`src/eight_bit_compare_timer_regs.svh`:
```
`ifndef EIGHT_BIT_COMPARE_TIMER_REGS_SVH
`define EIGHT_BIT_COMPARE_TIMER_REGS_SVH

// Register indexes; byte address is four times the index
`define IDX_SHARED_TIMER_CONTROL 8'h99
`define IDX_TIMER_CONTROL 8'h9A
`define IDX_TIMER_CONTROL_STATUS 8'h9B
`define IDX_MATCH_CONSTANT_A 8'h9C
`define IDX_MATCH_CONSTANT_B 8'h9D
`define IDX_COUNT_REGISTER 8'h9E
`define IDX_IRQ_STATUS 8'hA0
`define IDX_IRQ_CLEAR 8'hA1
`define IDX_IRQ_ENABLE 8'hA2

// timer_control fields
`define TC_CLK_SEL_LSB 0
`define TC_CLEAR_LSB 3
`define TC_OVF_IE_BIT 5
`define TC_MATCH_A_IE_BIT 6
`define TC_MATCH_B_IE_BIT 7

// timer_control_status fields; flags sit in bits 7..5 as {b, a, overflow}
`define TCS_OS_A_LSB 0
`define TCS_OS_B_LSB 2
`define TCS_PWM_BIT 4
`define TCS_FLAG_LSB 5

// shared_timer_control_reg fields
`define STC_EXT_BIT0 0
`define STC_EXT_BIT1 1

// Flag and interrupt status bit order
`define EV_OVF 0
`define EV_MATCH_A 1
`define EV_MATCH_B 2

// Reset values
`define RST_TIMER_CONTROL 8'h00
`define RST_TIMER_CONTROL_STATUS 8'h00
`define RST_MATCH_CONSTANT_A 8'hFF
`define RST_MATCH_CONSTANT_B 8'hFF
`define RST_COUNT_REGISTER 8'h00
`define RST_SHARED_TIMER_CONTROL 8'h00
`define RST_IRQ_ENABLE 8'h00

// Prescaler taps: a tap counts when its bit falls, i.e. clock divided by 2^(tap+1)
`define PRESC_W 11
`define TAP_DIV2 0
`define TAP_DIV512 8
`define TAP_ALT_A 2
`define TAP_ALT_B 10

`endif

```
`src/eight_bit_compare_timer_pkg.sv`:
```
package eight_bit_compare_timer_pkg;

  typedef logic [7:0] byte_t;

  typedef enum logic [2:0] {
    CLK_STOP_LO = 3'h0,
    CLK_SYS = 3'h1,
    CLK_DIV2 = 3'h2,
    CLK_DIV512 = 3'h3,
    CLK_STOP_HI = 3'h4,
    CLK_EXT_RISE = 3'h5,
    CLK_EXT_FALL = 3'h6,
    CLK_EXT_BOTH = 3'h7
  } clk_sel_e;

  typedef enum logic [1:0] {
    CLR_NONE = 2'h0,
    CLR_MATCH_A = 2'h1,
    CLR_MATCH_B = 2'h2,
    CLR_EXT_RESET = 2'h3
  } clr_sel_e;

  typedef enum logic [1:0] {
    OUT_KEEP = 2'h0,
    OUT_LOW = 2'h1,
    OUT_HIGH = 2'h2,
    OUT_TOGGLE = 2'h3
  } out_act_e;

endpackage

```
`src/eight_bit_compare_timer.sv`:
```
// Added by the designer: the APB slave port.
`timescale 1ns/1ps
`include "eight_bit_compare_timer_regs.svh"
// Behaviour
// Clock code 001 counts every system clock, 010 the peripheral clock over 2 and 011 over 512, with two shared bits modifying it.
// Clock codes 101, 110 and 111 count rising, falling or both edges of the external clock input.
// Clock codes 000 and 100 give no clock and the counter holds; the code still clears it on an external reset edge with clear field 11.
// The clear field picks no clear, clear on match A, clear on match B or clear on a rising external reset edge.
// The overflow request is issued only while the overflow enable bit is 1, which resets to 0.
// Match request A is issued only while enable bit A is 1, which resets to 0.
// Match request B is issued only while enable bit B is 1, which resets to 0.
// The overflow flag sets when the counter wraps from all ones to zero.
// Match flag A sets when the counter equals match constant A.
// Match flag B sets when the counter equals match constant B.
// A flag clears only when software has read it as 1 and then writes 0 to it.
// Status bits 7 to 5 take only writes of 0 as clears, and a 1 written there does nothing.
// With all four output select bits at 0 the timer output is disabled.
// Each output select pair acts on its match: 00 keeps, 01 drives low, 10 drives high, 11 toggles.
// Each request is high while its flag and enable are both 1 and falls once the flag is cleared.
// The pulse-width enable bit selects normal mode at 0 and pulse-width output at 1.
module eight_bit_compare_timer
  import eight_bit_compare_timer_pkg::*;
(
  input wire logic pclk,
  input wire logic presetn,
  input wire logic psel,
  input wire logic penable,
  input wire logic pwrite,
  input wire logic [11:0] paddr,
  input wire logic [31:0] pwdata,
  output logic [31:0] prdata,
  output logic pready,
  output logic pslverr,
  input wire logic ext_clk_in,
  input wire logic ext_reset_in,
  output logic timer_out,
  output logic timer_out_en,
  output logic overflow_irq,
  output logic match_a_irq,
  output logic match_b_irq,
  output logic irq
);

  function automatic logic tap_fall(input logic [`PRESC_W-1:0] p, input int b);
    logic r;
    r = 1'b1;
    for (int i = 0; i < `PRESC_W; i++) begin
      if (i <= b) begin
        r = r & p[i];
      end
    end
    return r;
  endfunction

  function automatic logic apply_act(input logic cur, input logic [1:0] act);
    logic r;
    r = cur;
    unique case (out_act_e'(act))
      OUT_KEEP: r = cur;
      OUT_LOW: r = 1'b0;
      OUT_HIGH: r = 1'b1;
      OUT_TOGGLE: r = ~cur;
    endcase
    return r;
  endfunction

  byte_t tc_ff, tcs_ctrl_ff, const_a_ff, const_b_ff, cnt_ff;
  logic [1:0] stc_ff;
  logic [2:0] flags_ff, armed_ff, irq_stat_ff, irq_en_ff;
  logic [`PRESC_W-1:0] presc_ff;
  logic ext_clk_s1_ff, ext_clk_s2_ff, ext_clk_s3_ff, ext_clk_lvl_ff;
  logic ext_rst_s1_ff, ext_rst_s2_ff, ext_rst_s3_ff, ext_rst_lvl_ff;
  logic eq_a_prev_ff, eq_b_prev_ff;
  logic [31:0] prdata_ff;
  logic pready_ff, pslverr_ff, timer_out_ff, timer_out_en_ff;
  logic overflow_irq_ff, match_a_irq_ff, match_b_irq_ff, irq_ff;

  logic [7:0] idx;
  logic addr_ok, setup, done, wr_done, rd_done;
  clk_sel_e clk_sel;
  clr_sel_e clr_sel;
  logic ext_clk_rise, ext_clk_fall, ext_rst_rise, tick;
  logic eq_a, eq_b, hit_a, hit_b, cnt_wr, clear_hit, ovf_evt;
  logic [2:0] events;
  byte_t rd_val;
  byte_t nxt_cnt;
  logic nxt_out;

  assign idx = paddr[9:2];
  assign addr_ok = (paddr[1:0] == 2'h0) && (paddr[11:10] == 2'h0) &&
                   ((idx >= `IDX_SHARED_TIMER_CONTROL && idx <= `IDX_COUNT_REGISTER) ||
                    (idx >= `IDX_IRQ_STATUS && idx <= `IDX_IRQ_ENABLE));
  assign setup = psel && !penable;
  assign done = psel && penable && pready_ff;
  assign wr_done = done && pwrite && !pslverr_ff;
  assign rd_done = done && !pwrite && !pslverr_ff;
  assign clk_sel = clk_sel_e'(tc_ff[`TC_CLK_SEL_LSB +: 3]);
  assign clr_sel = clr_sel_e'(tc_ff[`TC_CLEAR_LSB +: 2]);

  always_comb begin
    rd_val = 8'h00;
    unique case (idx)
      `IDX_SHARED_TIMER_CONTROL: rd_val = {6'h00, stc_ff};
      `IDX_TIMER_CONTROL: rd_val = tc_ff;
      `IDX_TIMER_CONTROL_STATUS: rd_val = {flags_ff, tcs_ctrl_ff[4:0]};
      `IDX_MATCH_CONSTANT_A: rd_val = const_a_ff;
      `IDX_MATCH_CONSTANT_B: rd_val = const_b_ff;
      `IDX_COUNT_REGISTER: rd_val = cnt_ff;
      `IDX_IRQ_STATUS: rd_val = {5'h00, irq_stat_ff};
      `IDX_IRQ_ENABLE: rd_val = {5'h00, irq_en_ff};
      default: rd_val = 8'h00;
    endcase
  end

  // Answer is registered at setup, so each access takes exactly one access cycle
  always_ff @(posedge pclk or negedge presetn) begin
    if (!presetn) begin
      pready_ff <= 1'b0;
      pslverr_ff <= 1'b0;
      prdata_ff <= 32'h0000_0000;
    end else if (setup) begin
      pready_ff <= 1'b1;
      pslverr_ff <= !addr_ok;
      prdata_ff <= {24'h00_0000, rd_val};
    end else begin
      pready_ff <= 1'b0;
      pslverr_ff <= 1'b0;
    end
  end

  always_ff @(posedge pclk or negedge presetn) begin
    if (!presetn) begin
      tc_ff <= `RST_TIMER_CONTROL;
      tcs_ctrl_ff <= `RST_TIMER_CONTROL_STATUS;
      const_a_ff <= `RST_MATCH_CONSTANT_A;
      const_b_ff <= `RST_MATCH_CONSTANT_B;
      stc_ff <= 2'(`RST_SHARED_TIMER_CONTROL);
      irq_en_ff <= 3'(`RST_IRQ_ENABLE);
    end else if (wr_done) begin
      unique case (idx)
        `IDX_SHARED_TIMER_CONTROL: stc_ff <= pwdata[1:0];
        `IDX_TIMER_CONTROL: tc_ff <= pwdata[7:0];
        `IDX_TIMER_CONTROL_STATUS: tcs_ctrl_ff <= {3'h0, pwdata[4:0]};
        `IDX_MATCH_CONSTANT_A: const_a_ff <= pwdata[7:0];
        `IDX_MATCH_CONSTANT_B: const_b_ff <= pwdata[7:0];
        `IDX_IRQ_ENABLE: irq_en_ff <= pwdata[2:0];
        default: ;
      endcase
    end
  end

  always_ff @(posedge pclk or negedge presetn) begin
    if (!presetn) begin
      presc_ff <= '0;
    end else begin
      presc_ff <= presc_ff + 1'b1;
    end
  end

  // Pin inputs pass three flops; a level counts once stages two and three agree
  always_ff @(posedge pclk or negedge presetn) begin
    if (!presetn) begin
      ext_clk_s1_ff <= 1'b0;
      ext_clk_s2_ff <= 1'b0;
      ext_clk_s3_ff <= 1'b0;
      ext_clk_lvl_ff <= 1'b0;
      ext_rst_s1_ff <= 1'b0;
      ext_rst_s2_ff <= 1'b0;
      ext_rst_s3_ff <= 1'b0;
      ext_rst_lvl_ff <= 1'b0;
    end else begin
      ext_clk_s1_ff <= ext_clk_in;
      ext_clk_s2_ff <= ext_clk_s1_ff;
      ext_clk_s3_ff <= ext_clk_s2_ff;
      ext_rst_s1_ff <= ext_reset_in;
      ext_rst_s2_ff <= ext_rst_s1_ff;
      ext_rst_s3_ff <= ext_rst_s2_ff;
      if (ext_clk_s2_ff == ext_clk_s3_ff) begin
        ext_clk_lvl_ff <= ext_clk_s3_ff;
      end
      if (ext_rst_s2_ff == ext_rst_s3_ff) begin
        ext_rst_lvl_ff <= ext_rst_s3_ff;
      end
    end
  end

  assign ext_clk_rise = (ext_clk_s2_ff == ext_clk_s3_ff) && ext_clk_s3_ff && !ext_clk_lvl_ff;
  assign ext_clk_fall = (ext_clk_s2_ff == ext_clk_s3_ff) && !ext_clk_s3_ff && ext_clk_lvl_ff;
  assign ext_rst_rise = (ext_rst_s2_ff == ext_rst_s3_ff) && ext_rst_s3_ff && !ext_rst_lvl_ff;

  always_comb begin
    tick = 1'b0;
    unique case (clk_sel)
      CLK_STOP_LO, CLK_STOP_HI: tick = 1'b0;
      CLK_SYS: tick = 1'b1;
      CLK_DIV2: tick = tap_fall(presc_ff, stc_ff[`STC_EXT_BIT0] ? `TAP_ALT_A : `TAP_DIV2);
      CLK_DIV512: tick = tap_fall(presc_ff, stc_ff[`STC_EXT_BIT1] ? `TAP_ALT_B : `TAP_DIV512);
      CLK_EXT_RISE: tick = ext_clk_rise;
      CLK_EXT_FALL: tick = ext_clk_fall;
      CLK_EXT_BOTH: tick = ext_clk_rise || ext_clk_fall;
    endcase
  end

  assign eq_a = (cnt_ff == const_a_ff);
  assign eq_b = (cnt_ff == const_b_ff);
  // Only the start of equality is an event, so a held match does not keep setting a cleared flag
  assign hit_a = eq_a && !eq_a_prev_ff;
  assign hit_b = eq_b && !eq_b_prev_ff;
  assign cnt_wr = wr_done && (idx == `IDX_COUNT_REGISTER);
  assign clear_hit = (clr_sel == CLR_MATCH_A && eq_a) || (clr_sel == CLR_MATCH_B && eq_b);
  assign ovf_evt = tick && !cnt_wr && !(clr_sel == CLR_EXT_RESET && ext_rst_rise) &&
                   !clear_hit && (cnt_ff == 8'hFF);
  assign events = {hit_b, hit_a, ovf_evt};

  always_comb begin
    nxt_cnt = cnt_ff;
    if (cnt_wr) begin
      nxt_cnt = pwdata[7:0];
    end else if (clr_sel == CLR_EXT_RESET && ext_rst_rise) begin
      nxt_cnt = 8'h00;
    end else if (tick) begin
      nxt_cnt = clear_hit ? 8'h00 : 8'(cnt_ff + 8'h01);
    end
  end

  always_ff @(posedge pclk or negedge presetn) begin
    if (!presetn) begin
      cnt_ff <= `RST_COUNT_REGISTER;
      eq_a_prev_ff <= 1'b0;
      eq_b_prev_ff <= 1'b0;
    end else begin
      cnt_ff <= nxt_cnt;
      eq_a_prev_ff <= eq_a;
      eq_b_prev_ff <= eq_b;
    end
  end

  // Flags: a read showing 1 arms the clear, a later 0 write clears; a new event wins over the clear
  always_ff @(posedge pclk or negedge presetn) begin
    if (!presetn) begin
      flags_ff <= 3'h0;
      armed_ff <= 3'h0;
    end else begin
      if (wr_done && idx == `IDX_TIMER_CONTROL_STATUS) begin
        flags_ff <= events | (flags_ff & ~(armed_ff & ~pwdata[7:5]));
        armed_ff <= 3'h0;
      end else begin
        flags_ff <= events | flags_ff;
        if (rd_done && idx == `IDX_TIMER_CONTROL_STATUS) begin
          armed_ff <= armed_ff | prdata_ff[7:5];
        end
      end
    end
  end

  always_ff @(posedge pclk or negedge presetn) begin
    if (!presetn) begin
      irq_stat_ff <= 3'h0;
      irq_ff <= 1'b0;
    end else begin
      if (wr_done && idx == `IDX_IRQ_CLEAR) begin
        irq_stat_ff <= events | (irq_stat_ff & ~pwdata[2:0]);
      end else begin
        irq_stat_ff <= events | irq_stat_ff;
      end
      irq_ff <= |(irq_stat_ff & irq_en_ff);
    end
  end

  always_ff @(posedge pclk or negedge presetn) begin
    if (!presetn) begin
      overflow_irq_ff <= 1'b0;
      match_a_irq_ff <= 1'b0;
      match_b_irq_ff <= 1'b0;
    end else begin
      overflow_irq_ff <= flags_ff[`EV_OVF] && tc_ff[`TC_OVF_IE_BIT];
      match_a_irq_ff <= flags_ff[`EV_MATCH_A] && tc_ff[`TC_MATCH_A_IE_BIT];
      match_b_irq_ff <= flags_ff[`EV_MATCH_B] && tc_ff[`TC_MATCH_B_IE_BIT];
    end
  end

  // Both matches in one cycle: B is applied after A, so B decides on conflict
  always_comb begin
    nxt_out = timer_out_ff;
    if (tcs_ctrl_ff[`TCS_PWM_BIT]) begin
      nxt_out = (cnt_ff < const_a_ff);
    end else begin
      if (hit_a) begin
        nxt_out = apply_act(nxt_out, tcs_ctrl_ff[`TCS_OS_A_LSB +: 2]);
      end
      if (hit_b) begin
        nxt_out = apply_act(nxt_out, tcs_ctrl_ff[`TCS_OS_B_LSB +: 2]);
      end
    end
  end

  always_ff @(posedge pclk or negedge presetn) begin
    if (!presetn) begin
      timer_out_ff <= 1'b0;
      timer_out_en_ff <= 1'b0;
    end else begin
      timer_out_ff <= nxt_out;
      timer_out_en_ff <= |tcs_ctrl_ff[3:0];
    end
  end

  assign prdata = prdata_ff;
  assign pready = pready_ff;
  assign pslverr = pslverr_ff;
  assign timer_out = timer_out_ff;
  assign timer_out_en = timer_out_en_ff;
  assign overflow_irq = overflow_irq_ff;
  assign match_a_irq = match_a_irq_ff;
  assign match_b_irq = match_b_irq_ff;
  assign irq = irq_ff;
endmodule

```
`config.mk`:
```
export PLATFORM = sky130hd
export DESIGN_NAME = eight_bit_compare_timer
export DESIGN_NICKNAME = d
export VERILOG_FILES = /design/src/eight_bit_compare_timer_pkg.sv /design/src/eight_bit_compare_timer.sv
export VERILOG_INCLUDE_DIRS = /design/src /design/src/src
export SDC_FILE = /design/constraint.sdc
export NUM_CORES = 1
export LEC_CHECK = 0
export ABC_CLOCK_PERIOD_IN_PS = 2440
export BUFFER_PORTS_ARGS = -buffer_cell sky130_fd_sc_hd__buf_2
export CORE_AREA = 2 2 115 117
export DETAILED_ROUTE_END_ITERATION = 10
export DIE_AREA = 0 0 117 119
export PLACE_DENSITY = 0.68
export SYNTH_ARGS = -nofsm -noshare
export SYNTH_HDL_FRONTEND = slang
export SYNTH_SLANG_ARGS = --single-unit
```
`constraint.sdc`:
```
create_clock -name pclk -period 2.44 [get_ports pclk]
set_clock_uncertainty 0.1 [all_clocks]
set_input_delay 0.244 -clock pclk [delete_from_list [all_inputs] [get_ports pclk]]
set_output_delay 0.244 -clock pclk [all_outputs]
set_load 0.005 [all_outputs]
```
=== Word-level counts from Yosys, hierarchy flattened ===
Index checks and enable logic that the tools add are counted.

* Register bits after elaboration: 88
* Input port bits: 51
* Word-level logic and storage cells: 249

* Add/subtract/negate cells: 2
* $lt $le $gt $ge: 27
* Equal/unequal tests: 30
* Muxes and demuxes: 62
* Bitwise operators: 34
* Reduce and logical (&&, ||, !) cells: 64

{| class="wikitable"
|+ Operator list
! operator !! count
|-
| 8-bit equality test (second input constant) || 10
|-
| 8-bit one-hot mux with 8 select lines || 1
|-
| 1-bit two-way mux || 48
|-
| 1-bit logical AND || 33
|-
| 8-bit two-way mux || 4
|-
| 1-bit AND || 20
|-
| 8-bit equality test || 2
|-
| 8-bit >= comparator (second input constant) || 2
|-
| 3-bit by 4-bit <= comparator with 1-bit output (first input constant) || 4
|-
| 8-bit <= comparator (second input constant) || 2
|-
| 3-bit OR || 5
|-
| 3-bit AND || 4
|-
| 2-bit equality test (second input constant) || 6
|-
| 3-bit equality test (second input constant) || 4
|-
| 3-bit by 2-bit <= comparator with 1-bit output (first input constant) || 4
|-
| 4-bit by 2-bit <= comparator with 1-bit output (first input constant) || 3
|-
| 4-bit <= comparator (first input constant) || 3
|-
| 1-bit logical NOT || 12
|-
| 3-bit two-way mux || 4
|-
| 2-bit AND reduction || 6
|-
| 11-bit by 1-bit adder with 11-bit output (second input constant) || 1
|-
| 3-bit inverter || 3
|-
| 8-bit by 1-bit adder with 8-bit output (second input constant) || 1
|-
| 1-bit by 4-bit <= comparator with 1-bit output (first input constant) || 2
|-
| 20 further kinds || 35
|}

=== Longest topological paths before layout ===
* Depth after elaboration: 40
* Mapped depth: 8
* Mapped depth without buffers: 7

=== Worst setup path after synthesis ===
Ideal clock, no wire load.

* Path kind: register -> register
* From: register const_a_ff[3]
* To: register cnt_ff[2]
* Setup time: 0.092 ns
* Data arrival time: 1.956 ns
* Data required time: 2.248 ns
* Slack: 0.292 ns
* Cell stages (with the launch flop): 8
* Clock period less this slack: 2.148 ns
* Path through: dfstp_2 -> inv_1 -> ha_1 -> nand4_1 -> nor4_1 -> nor3_1 -> nand2_1 -> o221ai_1

* Longest elaborated chain between the ends: 7

{| class="wikitable"
|+ RTL lines
! item !! line !! RTL
|-
| start: declaration || eight_bit_compare_timer.sv:67 || <nowiki>byte_t tc_ff, tcs_ctrl_ff, const_a_ff, const_b_ff, cnt_ff;</nowiki>
|-
| start signal: assignment || eight_bit_compare_timer.sv:135 || <nowiki>const_a_ff <= `RST_MATCH_CONSTANT_A;</nowiki>
|-
| start signal: assignment || eight_bit_compare_timer.sv:144 || <nowiki>`IDX_MATCH_CONSTANT_A: const_a_ff <= pwdata[7:0];</nowiki>
|-
| 8-bit equality test || eight_bit_compare_timer.sv:204 || <nowiki>assign eq_a = (cnt_ff == const_a_ff);</nowiki>
|-
| 1-bit logical AND || eight_bit_compare_timer.sv:210 || <nowiki>assign clear_hit = (clr_sel == CLR_MATCH_A && eq_a) || (clr_sel == CLR_MATCH_B && eq_b);</nowiki>
|-
| 1-bit logical OR || eight_bit_compare_timer.sv:210 ||
|-
| 8-bit two-way mux || eight_bit_compare_timer.sv:222 || <nowiki>nxt_cnt = clear_hit ? 8'h00 : 8'(cnt_ff + 8'h01);</nowiki>
|-
| 8-bit two-way mux || eight_bit_compare_timer.sv:221 || <nowiki>end else if (tick) begin</nowiki>
|-
| 8-bit two-way mux || eight_bit_compare_timer.sv:219 || <nowiki>end else if (clr_sel == CLR_EXT_RESET && ext_rst_rise) begin</nowiki>
|-
| 8-bit two-way mux || eight_bit_compare_timer.sv:217 || <nowiki>if (cnt_wr) begin</nowiki>
|-
| end signal: assignment || eight_bit_compare_timer.sv:228 || <nowiki>cnt_ff <= `RST_COUNT_REGISTER;</nowiki>
|-
| end signal: assignment || eight_bit_compare_timer.sv:232 || <nowiki>cnt_ff <= nxt_cnt;</nowiki>
|-
| end: declaration || eight_bit_compare_timer.sv:67 ||
|}

No other way between the ends. The select of a mux whose other input is x is not followed.
A chain may end at the register's enable or synchronous reset.

=== Worst setup path after layout ===
* From: register const_a_ff[5]
* To: register cnt_ff[2]

The elaborated chain is that of the path after synthesis.

==> results.json <==
{
  "wl_per_cell_um": 16.6,
  "cp_num_cells": 8,
  "peakVddDrop_uv": 348,
  "hold_path.class": "in2reg",
  "clkSinkCount": 88,
  "crit_path_max_incr_delay_ns": 0.53,
  "cp_max_fo": 3,
  "start_util_pct": 37.3,
  "clkTransAtPathRegs_ns": 0.07,
  "synthCells": 452,
  "antenna_cells": 0,
  "worstPathCellList": "inv_1 -> ha_1 -> nand4_1 -> nor4_2 -> nor3_1 -> buf_4 -> a32oi_1 -> o221ai_1",
  "cts_root_buf": "clkbuf_16",
  "synth.largest_area_cell": "dfrtp_1",
  "final_core_util_pct": 43.6,
  "worstMarginPinSlew_ns": 0.843,
  "netlist.area_leader.share_pct": 37.5,
  "syn_area_sq_um": 4810,
  "min_path_cells": 3,
  "use_met2_pct": 27.4,
  "ys_types": 57,
  "drt_pass1_iterations": 4,
  "synth-edff-count": 0,
  "busiest_layer": "met2",
  "nFillCells": 1224,
  "outcome": "finished clean",
  "final_hold_viol_count": 0,
  "final.period_utilization_pct": 94.2,
  "arrival_ns": 2.39,
  "cts_max_path_buffers": 2,
  "met1_usage_pct": 24.4,
  "drt_iter0_drc": 267,
  "numCtsBuffers": 9,
  "slew_violations": 0,
  "grt_usage_pct": 17.6,
  "ys.flop_type": "dfrtp_1",
  "rows": 42,
  "ys_seq_area_share_pct": 46.2,
  "io_pins": 91,
  "power_density_nw_per_um2": 552,
  "fp.dieArea_sq_um": 13900,
  "worstSetupStartpointType": "flop",
  "die_height_um": 119,
  "setup_viol_count_final": 0,
  "r2r_cells": 8,
  "endpoint_kind": "flop",
  "max_slew_margin_pct": 43.8,
  "setup-tns-final_ns": 0,
  "grt_max_degree": 69,
  "crit_family": "simple AND/OR/NAND/NOR gates",
  "slowest_stage": "dfstp_2",
  "finalCriticalPeriod_ns": 2.30,
  "drv_cap": 0,
  "ys_ff_latch": 88,
  "use_met3_pct": 3.92,
  "max_freq_mhz": 435,
  "grt_pass1_wl_mm": 19.1,
  "core-area_sq_um": 12900,
  "dpl_worst_slack_ns": 0.164,
  "syn_avg_cell_area_sq_um": 10.6,
  "portBuffers": 42,
  "grt_pass1_vias": 3675,
  "cts_tree": "done",
  "rrSetupSlack_ns": 0.14,
  "total_power_w": 0.00310,
  "place_congestion": 0.960,
  "vias": 3708,
  "drt-total-wl_mm": 11.6,
  "htreeDepth": 3,
  "dpl.hpwl_mm": 8.66,
  "final_nets": 585,
  "antenna_left": 0,
  "clock_latency_ns": 0.33,
  "cp_data_required_time_ns": 2.53,
  "drcViolationCount": 0,
  "antenna_found_initial": 0,
  "die_w_um": 117,
  "synth_area_leaders": "dfrtp_1, dfstp_2, mux2_2, buf_4, ha_1",
  "finish.instance_area_sq_um": 5610,
  "ys_warn_count": 0,
  "worstSetupPathType": "reg2reg",
  "avgViaCountPerCell": 5.29,
  "p_leak_nw": 2.57,
  "cp.buffers_inverters": 2,
  "synthToLayoutAreaGrowth_pct": 16.8,
  "synth-async-reset-ratio_pct": 100,
  "layout-drive-gt1-share_pct": 28.6,
  "placement.cell_area_sq_um": 5270,
  "finalWorstSetupSlack_ns": 0.141,
  "gr-total-overflow": 0
}
-- worst min-delay path: stages --
cell,delay (ns)
buf_2,0.08
nor2_1,0.03
a31oi_1,0.11
-- path summary, 6_finish.rpt --
check                                endpoint     startpoint
worst max-delay path                cnt_ff[2]  const_a_ff[5]
worst min-delay path                  pslverr       paddr[0]
worst max register to register      cnt_ff[2]  const_a_ff[5]
worst min register to register  ext_rst_s2_ff  ext_rst_s1_ff
max in group asynchronous        irq_en_ff[1]        presetn
min in group asynchronous         match_a_irq        presetn
-- layer usage --
metal	part of all wire (%)	vias up	wire length, um
li1	-	1727	-
met1	45	1824	5180
met2	48	134	5540
met3	5.3	23	618
met4	2.3	0	270
met5	0	-	0
-- layout by cell type (no fill, tap or decap), types with 5 or more instances in the layout --
master,synthesis,routed
mux2_2,33,33
dfstp_2,16,16
xnor2_1,6,6
a32oi_1,6,6
nor4_1,9,8
inv_1,24,24
o221ai_1,7,7
o32ai_1,5,5
nand4_1,5,5
clkbuf_16,0,9
and2_1,6,6
nor2_1,18,18
buf_4,24,29
nor3_1,11,11
xor2_1,10,10
nand3_1,9,9
ha_1,14,14
buf_2,4,41
a221oi_1,6,6
conb_1,1,24
o21ai_0,21,21
o211ai_1,8,8
nand2b_1,7,7
a21oi_1,7,7
dfrtp_1,72,72
a21o_1,5,5
nand2_1,43,43
nand3b_1,9,9
mux2i_1,11,11
-- logic make-up after synthesis --
family	Yosys count	share of synthesized area, %
other cells	1	0.0780
mux	44	10.0
xor+xnor	16	2.92
simple gates	143	17.4
compound gates	83	12.4
fa+ha+maj	14	3.64
flops	88	46.2
buf+inv	63	7.37
-- per-stage QoR --
step / hold slack, ns / std cells
after floorplan: -0.152 / 475
after global placement: 0.234 / 681
after detailed placement: 0.235 / 681
after CTS: 0.0654 / 700
after global routing: 0.111 / 701
final: 0.0727 / 701
-- report_power, final --
group          internal, W  total [W]  switching [W]
clock             0.000804    0.00138       0.000579
sequential         0.00148    0.00150      0.0000160
combinational    0.0000817   0.000218       0.000136
-- cells in the mapped netlist (8+ instances only) --
master	count
dfrtp_1	72
nand2_1	43
mux2_2	33
buf_4	24
inv_1	24
o21ai_0	21
nor2_1	18
dfstp_2	16
ha_1	14
mux2i_1	11
nor3_1	11
xor2_1	10
nand3_1	9
nand3b_1	9
nor4_1	9
o211ai_1	8
-- area by class of cell --
type	count	area (sq um)	share of cell area (%)
multi-input cells	324	2320	41.4
flip-flops and latches	88	2220	39.6
repair buffers	73	453	8.07
clock buffers	9	225	4.01
well taps	176	220	3.92
inverters	24	90.1	1.60
clock inverters	7	78.8	1.40
-- state kept, by name, summed over array words and instances (netlist names), 2 cells and up --
name and cells:
armed_ff 3, cnt_ff 8, const_a_ff 8, const_b_ff 8, flags_ff 3, irq_en_ff 3
irq_stat_ff 3, prdata 8, presc_ff 11, stc_ff 2, tc_ff 8, tcs_ctrl_ff 5
-- timing repair --
action                                  CTS  global route
buffers inserted                          0             1
hold buffers                              3             0
resized for setup                         0             1
endpoints found under the hold margin    52             0
endpoints found under the setup margin    0            10
(Power assumes the default switching activity.)
